File: config.mk
export PLATFORM = sky130hd
export DESIGN_NAME = iae_accept
export DESIGN_NICKNAME = d
export VERILOG_FILES = /design/src/core/iae_pkg.sv /design/src/core/iae_accept.sv
export VERILOG_INCLUDE_DIRS = /design/src /design/src/core
export SDC_FILE = /design/constraint.sdc
export NUM_CORES = 1
export LEC_CHECK = 0
export BUFFER_PORTS_ARGS = -buffer_cell sky130_fd_sc_hd__buf_2
export CAP_MARGIN = 40
export CORE_ASPECT_RATIO = 0.9
export CORE_MARGIN = 1
export CORE_UTILIZATION = 56
export CTS_CLUSTER_DIAMETER = 100
export DETAILED_ROUTE_END_ITERATION = 7
export PLACE_DENSITY = 0.85
export SETUP_SLACK_MARGIN = 0.3
export SYNTH_ARGS = -nofsm -noshare
export SYNTH_HDL_FRONTEND = slang
export SYNTH_SLANG_ARGS = --single-unit
File: constraint.sdc
create_clock -name aclk -period 11.9 [get_ports aclk]
set_clock_uncertainty 0.2 [all_clocks]
set_input_delay 1.19 -clock aclk [delete_from_list [all_inputs] [get_ports aclk]]
set_output_delay 1.19 -clock aclk [all_outputs]
set_load 0.02 [all_outputs]
File: src/core/iae_consts.svh
// Offsets, level field width, reset values, event code spacing and pin and source counts of the interrupt accept block
`ifndef IAE_CONSTS_SVH
`define IAE_CONSTS_SVH
`define IAE_OFF_PRIO_A 8'h00
`define IAE_OFF_PRIO_E 8'h04
`define IAE_OFF_EDGE_MODE 8'h08
`define IAE_OFF_PIN_FLAGS 8'h0c
`define IAE_OFF_EVT_CODE 8'h10
`define IAE_OFF_EVT_CODE_TWO 8'h14
`define IAE_OFF_STATUS 8'h18
`define IAE_RST_PRIO 32'h0000_0000
`define IAE_RST_EDGE 4'h0
`define IAE_RST_CODE 12'h000
`define IAE_CODE_BASE 12'h200
`define IAE_CODE_STEP 12'h020
`define IAE_NUM_PIN 4
`define IAE_NUM_SRC 8
`define IAE_LVL_W 4
`define IAE_RESP_OKAY 2'b00
`define IAE_RESP_SLVERR 2'b10
`endif

File: src/core/iae_pkg.sv
// Types of the interrupt accept block
package iae_pkg;
   typedef logic [3:0] iae_level_t;
   typedef logic [2:0] iae_index_t;
   typedef logic [11:0] iae_code_t;
   typedef logic [7:0] iae_req_t;
endpackage

File: src/core/iae_accept.sv
// Interrupt acceptance: arbitration, mask compare, pending pin and event codes
//
// Added by the designer: the AXI4-Lite register port and the register offsets.
`timescale 1ns/1ps
`default_nettype none
`include "iae_consts.svh"
module iae_accept
   import iae_pkg::*;
(
   input wire logic aclk,
   input wire logic aresetn,
   input wire logic [3:0] ext_irq_pin_n,
   input wire iae_pkg::iae_req_t module_req,
   input wire iae_pkg::iae_level_t interrupt_mask_level,
   input wire logic exception_block_bit,
   input wire logic cpu_irq_take,
   output logic cpu_irq_req,
   output iae_pkg::iae_level_t cpu_irq_level,
   output logic irq_pending_out_n,
   input wire logic [7:0] s_axi_awaddr,
   input wire logic s_axi_awvalid,
   output logic s_axi_awready,
   input wire logic [31:0] s_axi_wdata,
   input wire logic [3:0] s_axi_wstrb,
   input wire logic s_axi_wvalid,
   output logic s_axi_wready,
   output logic [1:0] s_axi_bresp,
   output logic s_axi_bvalid,
   input wire logic s_axi_bready,
   input wire logic [7:0] s_axi_araddr,
   input wire logic s_axi_arvalid,
   output logic s_axi_arready,
   output logic [31:0] s_axi_rdata,
   output logic [1:0] s_axi_rresp,
   output logic s_axi_rvalid,
   input wire logic s_axi_rready
);
   import iae_pkg::*;

   logic [31:0] priority_setting_reg_a;
   logic [31:0] priority_setting_reg_e;
   logic [3:0] edge_mode_reg;
   logic [3:0] pin0_request_flag;
   iae_code_t event_code_reg;
   iae_code_t event_code_reg_two;
   logic [3:0] pin_meta_reg;
   logic [3:0] pin_sync_reg;
   logic [3:0] pin_last_reg;
   iae_req_t req_reg;
   iae_level_t best_level_reg;
   iae_index_t best_idx_reg;
   iae_code_t cpu_code_reg;
   logic aw_held_reg;
   logic w_held_reg;
   logic [7:0] waddr_reg;
   logic [31:0] wdata_reg;
   logic [3:0] wstrb_reg;
   logic do_write;
   logic [3:0] flag_clear;
   logic [3:0] pin_fell;
   iae_level_t best_level_next;
   iae_index_t best_idx_next;
   logic [31:0] prio_a_merged;
   logic [31:0] prio_e_merged;

   // Programmed level of source i; pins sit in register a, modules in e
   function automatic iae_level_t src_level(input logic [31:0] pa, input logic [31:0] pe,
                                            input int i);
      logic [31:0] r;
      r = (i < `IAE_NUM_PIN) ? pa : pe;
      return r[(i % `IAE_NUM_PIN) * `IAE_LVL_W +: `IAE_LVL_W];
   endfunction

   // Byte-lane merge of a write into an old word
   function automatic logic [31:0] merge_strb(input logic [31:0] old, input logic [31:0] d,
                                             input logic [3:0] s);
      logic [31:0] r;
      r = old;
      for (int b = 0; b < 4; b++) begin
         if (s[b]) begin
            r[b*8 +: 8] = d[b*8 +: 8];
         end
      end
      return r;
   endfunction

   // Event code of a source index; the spacing lets the handler branch on it
   function automatic iae_code_t code_of(input iae_index_t idx);
      return `IAE_CODE_BASE + 12'(`IAE_CODE_STEP * idx);
   endfunction

   assign do_write = aw_held_reg && w_held_reg && !s_axi_bvalid;
   assign flag_clear = (do_write && waddr_reg == `IAE_OFF_PIN_FLAGS && wstrb_reg[0]) ?
                       (~wdata_reg[3:0] & edge_mode_reg) : 4'h0;
   assign pin_fell = pin_last_reg & ~pin_sync_reg;

   // Strobe merge ahead of the registers; a function result cannot be part-selected
   assign prio_a_merged = merge_strb(priority_setting_reg_a, wdata_reg, wstrb_reg);
   assign prio_e_merged = merge_strb(priority_setting_reg_e, wdata_reg, wstrb_reg);

   // Pin synchroniser; the first stage feeds only the second
   always_ff @(posedge aclk) begin
      if (!aresetn) begin
         pin_meta_reg <= 4'hf;
         pin_sync_reg <= 4'hf;
         pin_last_reg <= 4'hf;
      end else begin
         pin_meta_reg <= ext_irq_pin_n;
         pin_sync_reg <= pin_meta_reg;
         pin_last_reg <= pin_sync_reg;
      end
   end

   // Pin flags: edge mode latches until software writes 0, set beats clear
   always_ff @(posedge aclk) begin
      if (!aresetn) begin
         pin0_request_flag <= 4'h0;
      end else begin
         for (int i = 0; i < `IAE_NUM_PIN; i++) begin
            if (edge_mode_reg[i]) begin
               if (pin_fell[i]) begin
                  pin0_request_flag[i] <= 1'b1;
               end else if (flag_clear[i]) begin
                  pin0_request_flag[i] <= 1'b0;
               end
            end else begin
               pin0_request_flag[i] <= ~pin_sync_reg[i];
            end
         end
      end
   end

   // Request sample stage; module requests come from this clock and need no sync
   always_ff @(posedge aclk) begin
      if (!aresetn) begin
         req_reg <= 8'h00;
      end else begin
         req_reg <= {module_req[7:4], pin0_request_flag};
      end
   end

   // Arbitration: strictly greater replaces, so on a tie the lower index stays
   always_comb begin
      best_level_next = 4'h0;
      best_idx_next = 3'h0;
      for (int i = 0; i < `IAE_NUM_SRC; i++) begin
         if (req_reg[i] && src_level(priority_setting_reg_a, priority_setting_reg_e, i) >
             best_level_next) begin
            best_level_next = src_level(priority_setting_reg_a, priority_setting_reg_e, i);
            best_idx_next = 3'(i);
         end
      end
   end

   // Losers are not stored anywhere, they simply stay asserted in req_reg
   always_ff @(posedge aclk) begin
      if (!aresetn) begin
         best_level_reg <= 4'h0;
         best_idx_reg <= 3'h0;
      end else begin
         best_level_reg <= best_level_next;
         best_idx_reg <= best_idx_next;
      end
   end

   // Mask compare; the block bit is deliberately not an input of this logic
   always_ff @(posedge aclk) begin
      if (!aresetn) begin
         cpu_irq_req <= 1'b0;
         irq_pending_out_n <= 1'b1;
         cpu_irq_level <= 4'h0;
         cpu_code_reg <= `IAE_RST_CODE;
      end else begin
         cpu_irq_req <= best_level_reg > interrupt_mask_level;
         irq_pending_out_n <= !(best_level_reg > interrupt_mask_level);
         cpu_irq_level <= best_level_reg;
         cpu_code_reg <= code_of(best_idx_reg);
      end
   end

   // Event codes load when the CPU takes the request at its boundary
   always_ff @(posedge aclk) begin
      if (!aresetn) begin
         event_code_reg <= `IAE_RST_CODE;
         event_code_reg_two <= `IAE_RST_CODE;
      end else if (cpu_irq_take && cpu_irq_req) begin
         event_code_reg <= cpu_code_reg;
         event_code_reg_two <= cpu_code_reg;
      end
   end

   // Write channels: address and data taken in either order
   always_ff @(posedge aclk) begin
      if (!aresetn) begin
         aw_held_reg <= 1'b0;
         w_held_reg <= 1'b0;
         s_axi_awready <= 1'b1;
         s_axi_wready <= 1'b1;
         s_axi_bvalid <= 1'b0;
         s_axi_bresp <= `IAE_RESP_OKAY;
         waddr_reg <= 8'h00;
         wdata_reg <= 32'h0000_0000;
         wstrb_reg <= 4'h0;
      end else begin
         if (s_axi_awvalid && s_axi_awready) begin
            aw_held_reg <= 1'b1;
            s_axi_awready <= 1'b0;
            waddr_reg <= s_axi_awaddr;
         end
         if (s_axi_wvalid && s_axi_wready) begin
            w_held_reg <= 1'b1;
            s_axi_wready <= 1'b0;
            wdata_reg <= s_axi_wdata;
            wstrb_reg <= s_axi_wstrb;
         end
         if (do_write) begin
            aw_held_reg <= 1'b0;
            w_held_reg <= 1'b0;
            s_axi_bvalid <= 1'b1;
            case (waddr_reg)
               `IAE_OFF_PRIO_A, `IAE_OFF_PRIO_E, `IAE_OFF_EDGE_MODE,
               `IAE_OFF_PIN_FLAGS: s_axi_bresp <= `IAE_RESP_OKAY;
               default: s_axi_bresp <= `IAE_RESP_SLVERR;
            endcase
         end
         if (s_axi_bvalid && s_axi_bready) begin
            s_axi_bvalid <= 1'b0;
            s_axi_awready <= 1'b1;
            s_axi_wready <= 1'b1;
         end
      end
   end

   // Writable configuration registers
   always_ff @(posedge aclk) begin
      if (!aresetn) begin
         priority_setting_reg_a <= `IAE_RST_PRIO;
         priority_setting_reg_e <= `IAE_RST_PRIO;
         edge_mode_reg <= `IAE_RST_EDGE;
      end else if (do_write) begin
         case (waddr_reg)
            `IAE_OFF_PRIO_A: priority_setting_reg_a <= {16'h0000, prio_a_merged[15:0]};
            `IAE_OFF_PRIO_E: priority_setting_reg_e <= {16'h0000, prio_e_merged[15:0]};
            `IAE_OFF_EDGE_MODE: begin
               if (wstrb_reg[0]) begin
                  edge_mode_reg <= wdata_reg[3:0];
               end
            end
            default: ;
         endcase
      end
   end

   // Read channel: one cycle after the address is taken
   always_ff @(posedge aclk) begin
      if (!aresetn) begin
         s_axi_arready <= 1'b1;
         s_axi_rvalid <= 1'b0;
         s_axi_rdata <= 32'h0000_0000;
         s_axi_rresp <= `IAE_RESP_OKAY;
      end else if (s_axi_arvalid && s_axi_arready) begin
         s_axi_arready <= 1'b0;
         s_axi_rvalid <= 1'b1;
         s_axi_rresp <= `IAE_RESP_OKAY;
         case (s_axi_araddr)
            `IAE_OFF_PRIO_A: s_axi_rdata <= priority_setting_reg_a;
            `IAE_OFF_PRIO_E: s_axi_rdata <= priority_setting_reg_e;
            `IAE_OFF_EDGE_MODE: s_axi_rdata <= {28'h0000000, edge_mode_reg};
            `IAE_OFF_PIN_FLAGS: s_axi_rdata <= {28'h0000000, pin0_request_flag};
            `IAE_OFF_EVT_CODE: s_axi_rdata <= {20'h00000, event_code_reg};
            `IAE_OFF_EVT_CODE_TWO: s_axi_rdata <= {20'h00000, event_code_reg_two};
            `IAE_OFF_STATUS: s_axi_rdata <= {16'h0000, req_reg, cpu_irq_req, best_idx_reg,
                                             best_level_reg};
            default: begin
               s_axi_rdata <= 32'h0000_0000;
               s_axi_rresp <= `IAE_RESP_SLVERR;
            end
         endcase
      end else if (s_axi_rvalid && s_axi_rready) begin
         s_axi_rvalid <= 1'b0;
         s_axi_arready <= 1'b1;
      end
   end

   // Checks; helper flags test each request against the chosen winner
   logic hlp_no_higher;
   logic hlp_tie_ok;
   always_comb begin
      hlp_no_higher = 1'b1;
      hlp_tie_ok = 1'b1;
      for (int i = 0; i < `IAE_NUM_SRC; i++) begin
         if (req_reg[i] && src_level(priority_setting_reg_a, priority_setting_reg_e, i) >
             best_level_next) begin
            hlp_no_higher = 1'b0;
         end
         if (req_reg[i] && 3'(i) < best_idx_next && best_level_next != 4'h0 &&
             src_level(priority_setting_reg_a, priority_setting_reg_e, i) == best_level_next) begin
            hlp_tie_ok = 1'b0;
         end
      end
   end
endmodule
`default_nettype wire

== Yosys cells after proc, flatten, opt, wreduce, memory -nomap -nowiden ==
Index checks and enable logic that the tools add are counted.

* Register bits: 166
* Input port bits: 77
* Output and inout port bits: 47
* Word-level logic and storage cells: 133

* Add/subtract/negate cells: 1
* $lt $le $gt $ge: 9
* Equal/unequal tests: 13
* Muxes and demuxes: 35
* Bitwise logic cells: 9
* Reduce and logical (&&, ||, !) cells: 33

{| class="wikitable"
|+ Operators by type and width
! kind !! number
|-
| case mux 16 bit (6 select lines) || 1
|-
| two-way mux 4 bit || 9
|-
| equality test 8 x 4 -> 1 bit, second input constant || 4
|-
| > comparator 4 bit || 8
|-
| equality test 8 x 5 -> 1 bit, second input constant || 3
|-
| logical AND 1 bit || 18
|-
| two-way mux 3 bit || 6
|-
| two-way mux 1 bit || 17
|-
| equality test 8 x 3 -> 1 bit, second input constant || 2
|-
| logical NOT 8 bit || 2
|-
| AND reduction 3 bit || 5
|-
| != test 3 x 1 -> 1 bit, second input constant || 4
|-
| adder 10 x 8 -> 11 bit, first input constant || 1
|-
| bitwise AND 4 bit || 2
|-
| inverter 4 bit || 2
|-
| OR reduction 7 bit || 1
|-
| OR reduction 2 bit || 3
|-
| inverter 1 bit || 5
|-
| > comparator 4 x 1 -> 1 bit, second input constant || 1
|-
| two-way mux 2 bit || 2
|-
| OR reduction 4 bit || 1
|-
| logical NOT 1 bit || 2
|-
| nonzero test 2 bit || 1
|}

== Depth between registers and ports, before layout ==
* Depth in word-level cells: 24
* Depth in mapped cells: 56
* Gate-level depth less buffers: 55

== Worst setup path after synthesis ==
Ideal clock, no wire load.

* Kind: register to register
* From: register req_reg[0]
* To: register best_level_reg[0]
* Library setup time: 0.087 ns
* Data arrival time: 10.185 ns
* Data required time: 11.613 ns
* Slack: 1.428 ns
* Stages on the path, launching flop included: 52
* Path buffers: 1
* Period minus slack after synthesis: 10.472 ns
* Cells stage by stage: dfxtp_1 > nand2_1 > ha_1 > nor2b_1 > o211ai_2 > a21oi_1 > mux2_2 > ha_1 > nand3_1 > or4_4 > o211ai_2 > nor3_1 > a21oi_1 > inv_1 > ha_1 > nand2b_1 > nor3b_1 > a21boi_0 > [16 not listed] > a21oi_1 > a21oi_1 > ha_1 > nor2b_1 > o21a_1 > o21a_1 > o211ai_1 > clkbuf_1 > nor2_1 > or3_1 > ha_1 > nor2b_1 > o21a_1 > o21a_1 > o211a_1 > nor2_1 > o21ai_0 > o31ai_1

* Word-level cells in the longest chain between the ends: 23

{| class="wikitable"
|+ RTL lines
! what !! line !! RTL
|-
| start, declared || iae_accept.sv:49 || <nowiki>iae_req_t req_reg;</nowiki>
|-
| start signal, assigned || iae_accept.sv:138 || <nowiki>req_reg <= {module_req[7:4], pin0_request_flag};</nowiki>
|-
| logical AND 1 bit * || iae_accept.sv:147 || <nowiki>if (req_reg[i] && src_level(priority_setting_reg_a, priority_setting_reg_e, i) ></nowiki>
|-
| two-way mux 4 bit * || iae_accept.sv:147 ||
|-
| > comparator 4 bit || iae_accept.sv:147 ||
|-
| logical AND 1 bit || iae_accept.sv:147 ||
|-
| two-way mux 4 bit * || iae_accept.sv:147 ||
|-
| > comparator 4 bit || iae_accept.sv:147 ||
|-
| logical AND 1 bit || iae_accept.sv:147 ||
|-
| two-way mux 4 bit * || iae_accept.sv:147 ||
|-
| [7 not listed] || -- ||
|-
| logical AND 1 bit || iae_accept.sv:147 ||
|-
| two-way mux 4 bit * || iae_accept.sv:147 ||
|-
| > comparator 4 bit || iae_accept.sv:147 ||
|-
| logical AND 1 bit || iae_accept.sv:147 ||
|-
| two-way mux 4 bit * || iae_accept.sv:147 ||
|-
| > comparator 4 bit || iae_accept.sv:147 ||
|-
| logical AND 1 bit || iae_accept.sv:147 ||
|-
| two-way mux 4 bit * || iae_accept.sv:147 ||
|-
| end signal, assigned || iae_accept.sv:161 || <nowiki>best_level_reg <= best_level_next;</nowiki>
|-
| end, declared || iae_accept.sv:50 || <nowiki>iae_level_t best_level_reg;</nowiki>
|}

Every way passes the cells marked *; elsewhere a longest branch is shown, timed or not.
A chain may end at the register's enable or synchronous reset.

== Final worst setup path ==
* From: register req_reg[0]
* To: register best_level_reg[3]

The elaborated chain is that of the path after synthesis.

==> flow_summary.rst <==
.. list-table::
   :header-rows: 1

   * - Metric
     - Value
   * - Run status
     - finished clean
   * - Hold_buf cts
     - 0
   * - Top post-synthesis cells by area
     - sky130_fd_sc_hd__dfxtp_1 (41%), sky130_fd_sc_hd__mux2i_1 (6.5%), sky130_fd_sc_hd__a21oi_1 (5.8%)
   * - Post-synthesis average cell area
     - 8.545 um2
   * - Die ar.
     - approximately 0.012 mm2
   * - Leak Pwr
     - around 0.0033 uW
   * - Starting Density
     - between 50% and 60%
   * - Remaining max-slew budget at the tightest pin
     - between 40% and 50%
   * - Slowest CP cell
     - sky130_fd_sc_hd__or4_4
   * - Worst reg2reg path depth
     - 53
   * - Sequential element share of the synthesized area
     - around 40%
   * - Layout Nets
     - about 940
   * - Share of final-layout standard cells stronger than drive strength 1
     - around 21%
   * - Global-route wire length before repair
     - 26300 um
   * - Final-report max-slew violation count
     - 0
   * - Yosys cell types
     - 62
   * - Setup Viol. Count Final
     - 0
   * - Synthesis-to-layout area growth
     - 19.38%
   * - Overall power of the completed layout
     - 1075 uW
   * - Number of DRC violations after detailed routing
     - 0
   * - Launching element of the worst setup path
     - req_reg[0]$_SDFF_PN0_
   * - R2r startpoint
     - req_reg[0]$_SDFF_PN0_
   * - Number of detailed-route iterations in the first pass
     - 5
   * - Async set or reset register ratio after synthesis
     - 0%
   * - Top-area cell type share of the netlist area
     - about two fifths
   * - Unrepaired setup endpoints after global routing
     - false
   * - Count of flip-flops with a built-in enable after synthesis
     - 0
   * - Final Hold Viols
     - 0
   * - DPL Wire Length
     - approximately 12000 um
   * - Final cycle utilization of the critical path
     - between 90% and 100%
   * - Total Routing Usage GR
     - about 28%
   * - Clock-pin slew of the registers on the worst-case setup and hold paths
     - approximately 60 ps
   * - Height of the chip
     - 103.8 um
   * - Register bit count reported by yosys
     - 132
   * - Power per cell area
     - between 100 and 150 mW/mm2
   * - CORE AREA
     - roughly 0.011 mm2
   * - Minimum clock period after layout
     - 11210 ps
   * - Pin count of the biggest net entering global routing
     - 92
   * - Worst setup slack for register-to-register paths
     - 690 ps
   * - Critical path required time
     - ~12000 ps
   * - Slowest Stage Delay on Critical Path
     - about 430 ps
   * - Count of placed standard cells including taps
     - roughly 960
   * - Sink Count
     - 132
   * - Library cell appearing most often on the critical path
     - sky130_fd_sc_hd__ha_1
   * - Row count
     - 36
   * - Cell taking the most area after synthesis
     - sky130_fd_sc_hd__dfxtp_1
   * - Mean number of vias per cell
     - roughly 5.8
   * - Vias in the first global route
     - about 5.3k
   * - Post-route ant nets
     - 0
   * - Overflow left after global routing
     - 0
   * - Port bufs
     - between 80 and 90
   * - Min-Delay Path Class
     - reg -> reg
   * - Destination of the critical timing path
     - best_level_reg[3]$_SDFF_PN0_
   * - Crit Path Category
     - reg -> reg
   * - Number of H-tree levels
     - 4
   * - Kind of start point of the critical path
     - flop
   * - Count of pins on the block boundary
     - between 100 and 150
   * - Number of cells on the worst hold path
     - 1
   * - Post-route insts no fill
     - ~1.0k
   * - Data arrival time of the critical path
     - 11330 ps
   * - Post-synthesis instance area
     - between 0.006 and 0.007 mm2
   * - Destination of the worst register-to-register timing path
     - best_level_reg[3]$_SDFF_PN0_
   * - Cell at the root of the clock tree
     - sky130_fd_sc_hd__clkbuf_16
   * - Commonest cells post-synth
     - sky130_fd_sc_hd__dfxtp_1 (132), sky130_fd_sc_hd__nand2_1 (92), sky130_fd_sc_hd__nor2_1 (79)
   * - Number of antenna violations at the first check in global routing
     - 0
   * - Average wire per cell in the routed design
     - between 15 and 20 um
   * - CTS tree
     - done
   * - Number of vias after detailed routing
     - ~5.8k
   * - TritonCTS Buffers
     - 17
   * - Clock Latency Late Sink
     - between 400 and 500 ps
   * - Buffer depth of the longest clock path
     - 2
   * - Wirelength, routed
     - 16790 um
   * - Kind of end point of the critical path
     - flop
   * - Peak Freq
     - slightly below 90 MHz
   * - Maximum fanout along the worst path
     - 11
   * - Total of max-cap violations
     - 0
   * - Final setup TNS
     - 0 ps
   * - Yosys synthesis warning count
     - 0
   * - Antenna diode instance count
     - 0
   * - Gp weighted congestion
     - 0.9238
   * - Initial DRC Count
     - 454
   * - Count leader, synth
     - sky130_fd_sc_hd__dfxtp_1
   * - X dimension of the die
     - ~120 um
   * - Mapped Cells
     - between 700 and 800
   * - Worst slew pin tran
     - 799.4 ps
   * - Top_reg_cell synth
     - sky130_fd_sc_hd__dfxtp_1
   * - Worst IR Drop VDD
     - between 0.1 and 0.15 mV
-- placed cells by master, fill, tap and decap left out, types with 7 or more instances in the layout --
master / instances
sky130_fd_sc_hd__nor2b_1: 12
sky130_fd_sc_hd__nand3_1: 17
sky130_fd_sc_hd__a21oi_1: 73
sky130_fd_sc_hd__a22oi_1: 16
sky130_fd_sc_hd__and2_1: 21
sky130_fd_sc_hd__o211ai_1: 8
sky130_fd_sc_hd__nand2b_1: 17
sky130_fd_sc_hd__nand4_1: 8
sky130_fd_sc_hd__mux2i_1: 41
sky130_fd_sc_hd__conb_1: 18
sky130_fd_sc_hd__a31oi_1: 7
sky130_fd_sc_hd__inv_1: 25
sky130_fd_sc_hd__ha_1: 28
sky130_fd_sc_hd__buf_4: 13
sky130_fd_sc_hd__nor3_1: 7
sky130_fd_sc_hd__buf_2: 82
sky130_fd_sc_hd__mux2_2: 14
sky130_fd_sc_hd__nor2_1: 78
sky130_fd_sc_hd__dfxtp_1: 131
sky130_fd_sc_hd__nand2_1: 92
sky130_fd_sc_hd__o21ai_0: 28
sky130_fd_sc_hd__clkbuf_16: 17
-- layout make-up --
type                            count  area, um2
Inverter                           26      97.59
Clock inverter                     14      198.9
Tap cell                          152      190.2
Sequential cell                   132       2644
Clock buffer                       18      439.2
Multi-Input combinational cell    564       3585
Fill cell                         845       3334
Timing Repair Buffer               97      546.8
-- through the flow --
step / setup WS [ps] / utilization [%] / area (um2) / hold WS (ps)
after global routing: 193.6 / 69.78 / 7701 / 233.8
final: 685.8 / 69.78 / 7701 / 205.7
after CTS: 415.4 / 68.88 / 7601 / 207.0
after detailed placement: 162.8 / 62.95 / 6947 / 197.6
after global placement: 296.0 / 62.60 / 6908 / 188.3
after floorplan: 1428 / - / 6515 / 186.3
-- where the power goes --
group | switching [uW] | internal, uW | total (uW)
logic | 34.5 | 18.6 | 53.1
registers | 8.05 | 453 | 461
clock network | 202 | 359 | 561
total | 244 | 830 | 1070
-- worst max-delay path: cells and delay by family, from the launching register on --
kind | cells | cell delay [ps]
mux | 4 | 1460
fa+ha+maj | 7 | 1990
simple gates | 17 | 2650
compound gates | 22 | 4040
flops | 1 | 400
buf+inv | 3 | 360
-- worst min-delay path by stage --
stage                                       to  slack [ps]                  startpoint
floorplan           pin_sync_reg[0]$_SDFF_PN1_         190  pin_meta_reg[0]$_SDFF_PN1_
global placement    pin_sync_reg[0]$_SDFF_PN1_         190  pin_meta_reg[0]$_SDFF_PN1_
detailed placement  pin_sync_reg[1]$_SDFF_PN1_         200  pin_meta_reg[1]$_SDFF_PN1_
CTS                 pin_sync_reg[0]$_SDFF_PN1_         210  pin_meta_reg[0]$_SDFF_PN1_
global route        pin_sync_reg[3]$_SDFF_PN1_         230  pin_meta_reg[3]$_SDFF_PN1_
finish              pin_sync_reg[0]$_SDFF_PN1_         210  pin_meta_reg[0]$_SDFF_PN1_
-- per-layer routing --
layer	routed length, um	part of all wire (%)	up-vias	track usage (%)
met5	0	0	-	0
met4	507	3.0	0	12.62
met3	1203	7.2	48	7.373
met2	7725	46	254	45.01
met1	7356	44	2676	36.27
li1	-	-	2796	-
-- repair_timing --
item,CTS,global route
buffers inserted,0,8
resized for setup,4,11
setup endpoints to repair,4,7
gates cloned,0,0
pin swaps,0,3
-- logic make-up (layout without fill, tap and decap cells) --
logic type,count (synthesis),after routing,share of synthesized area [%]
and+or+nand+nor,280,280,20.42
adders and majority gates,28,28,5.431
AOI/OAI and AO/OA,181,181,18.48
muxes,57,57,9.174
other,1,18,0.05813
DFF,132,132,40.96
buffers and inverters,76,155,5.469
Power figures use the tool's default switching activity.
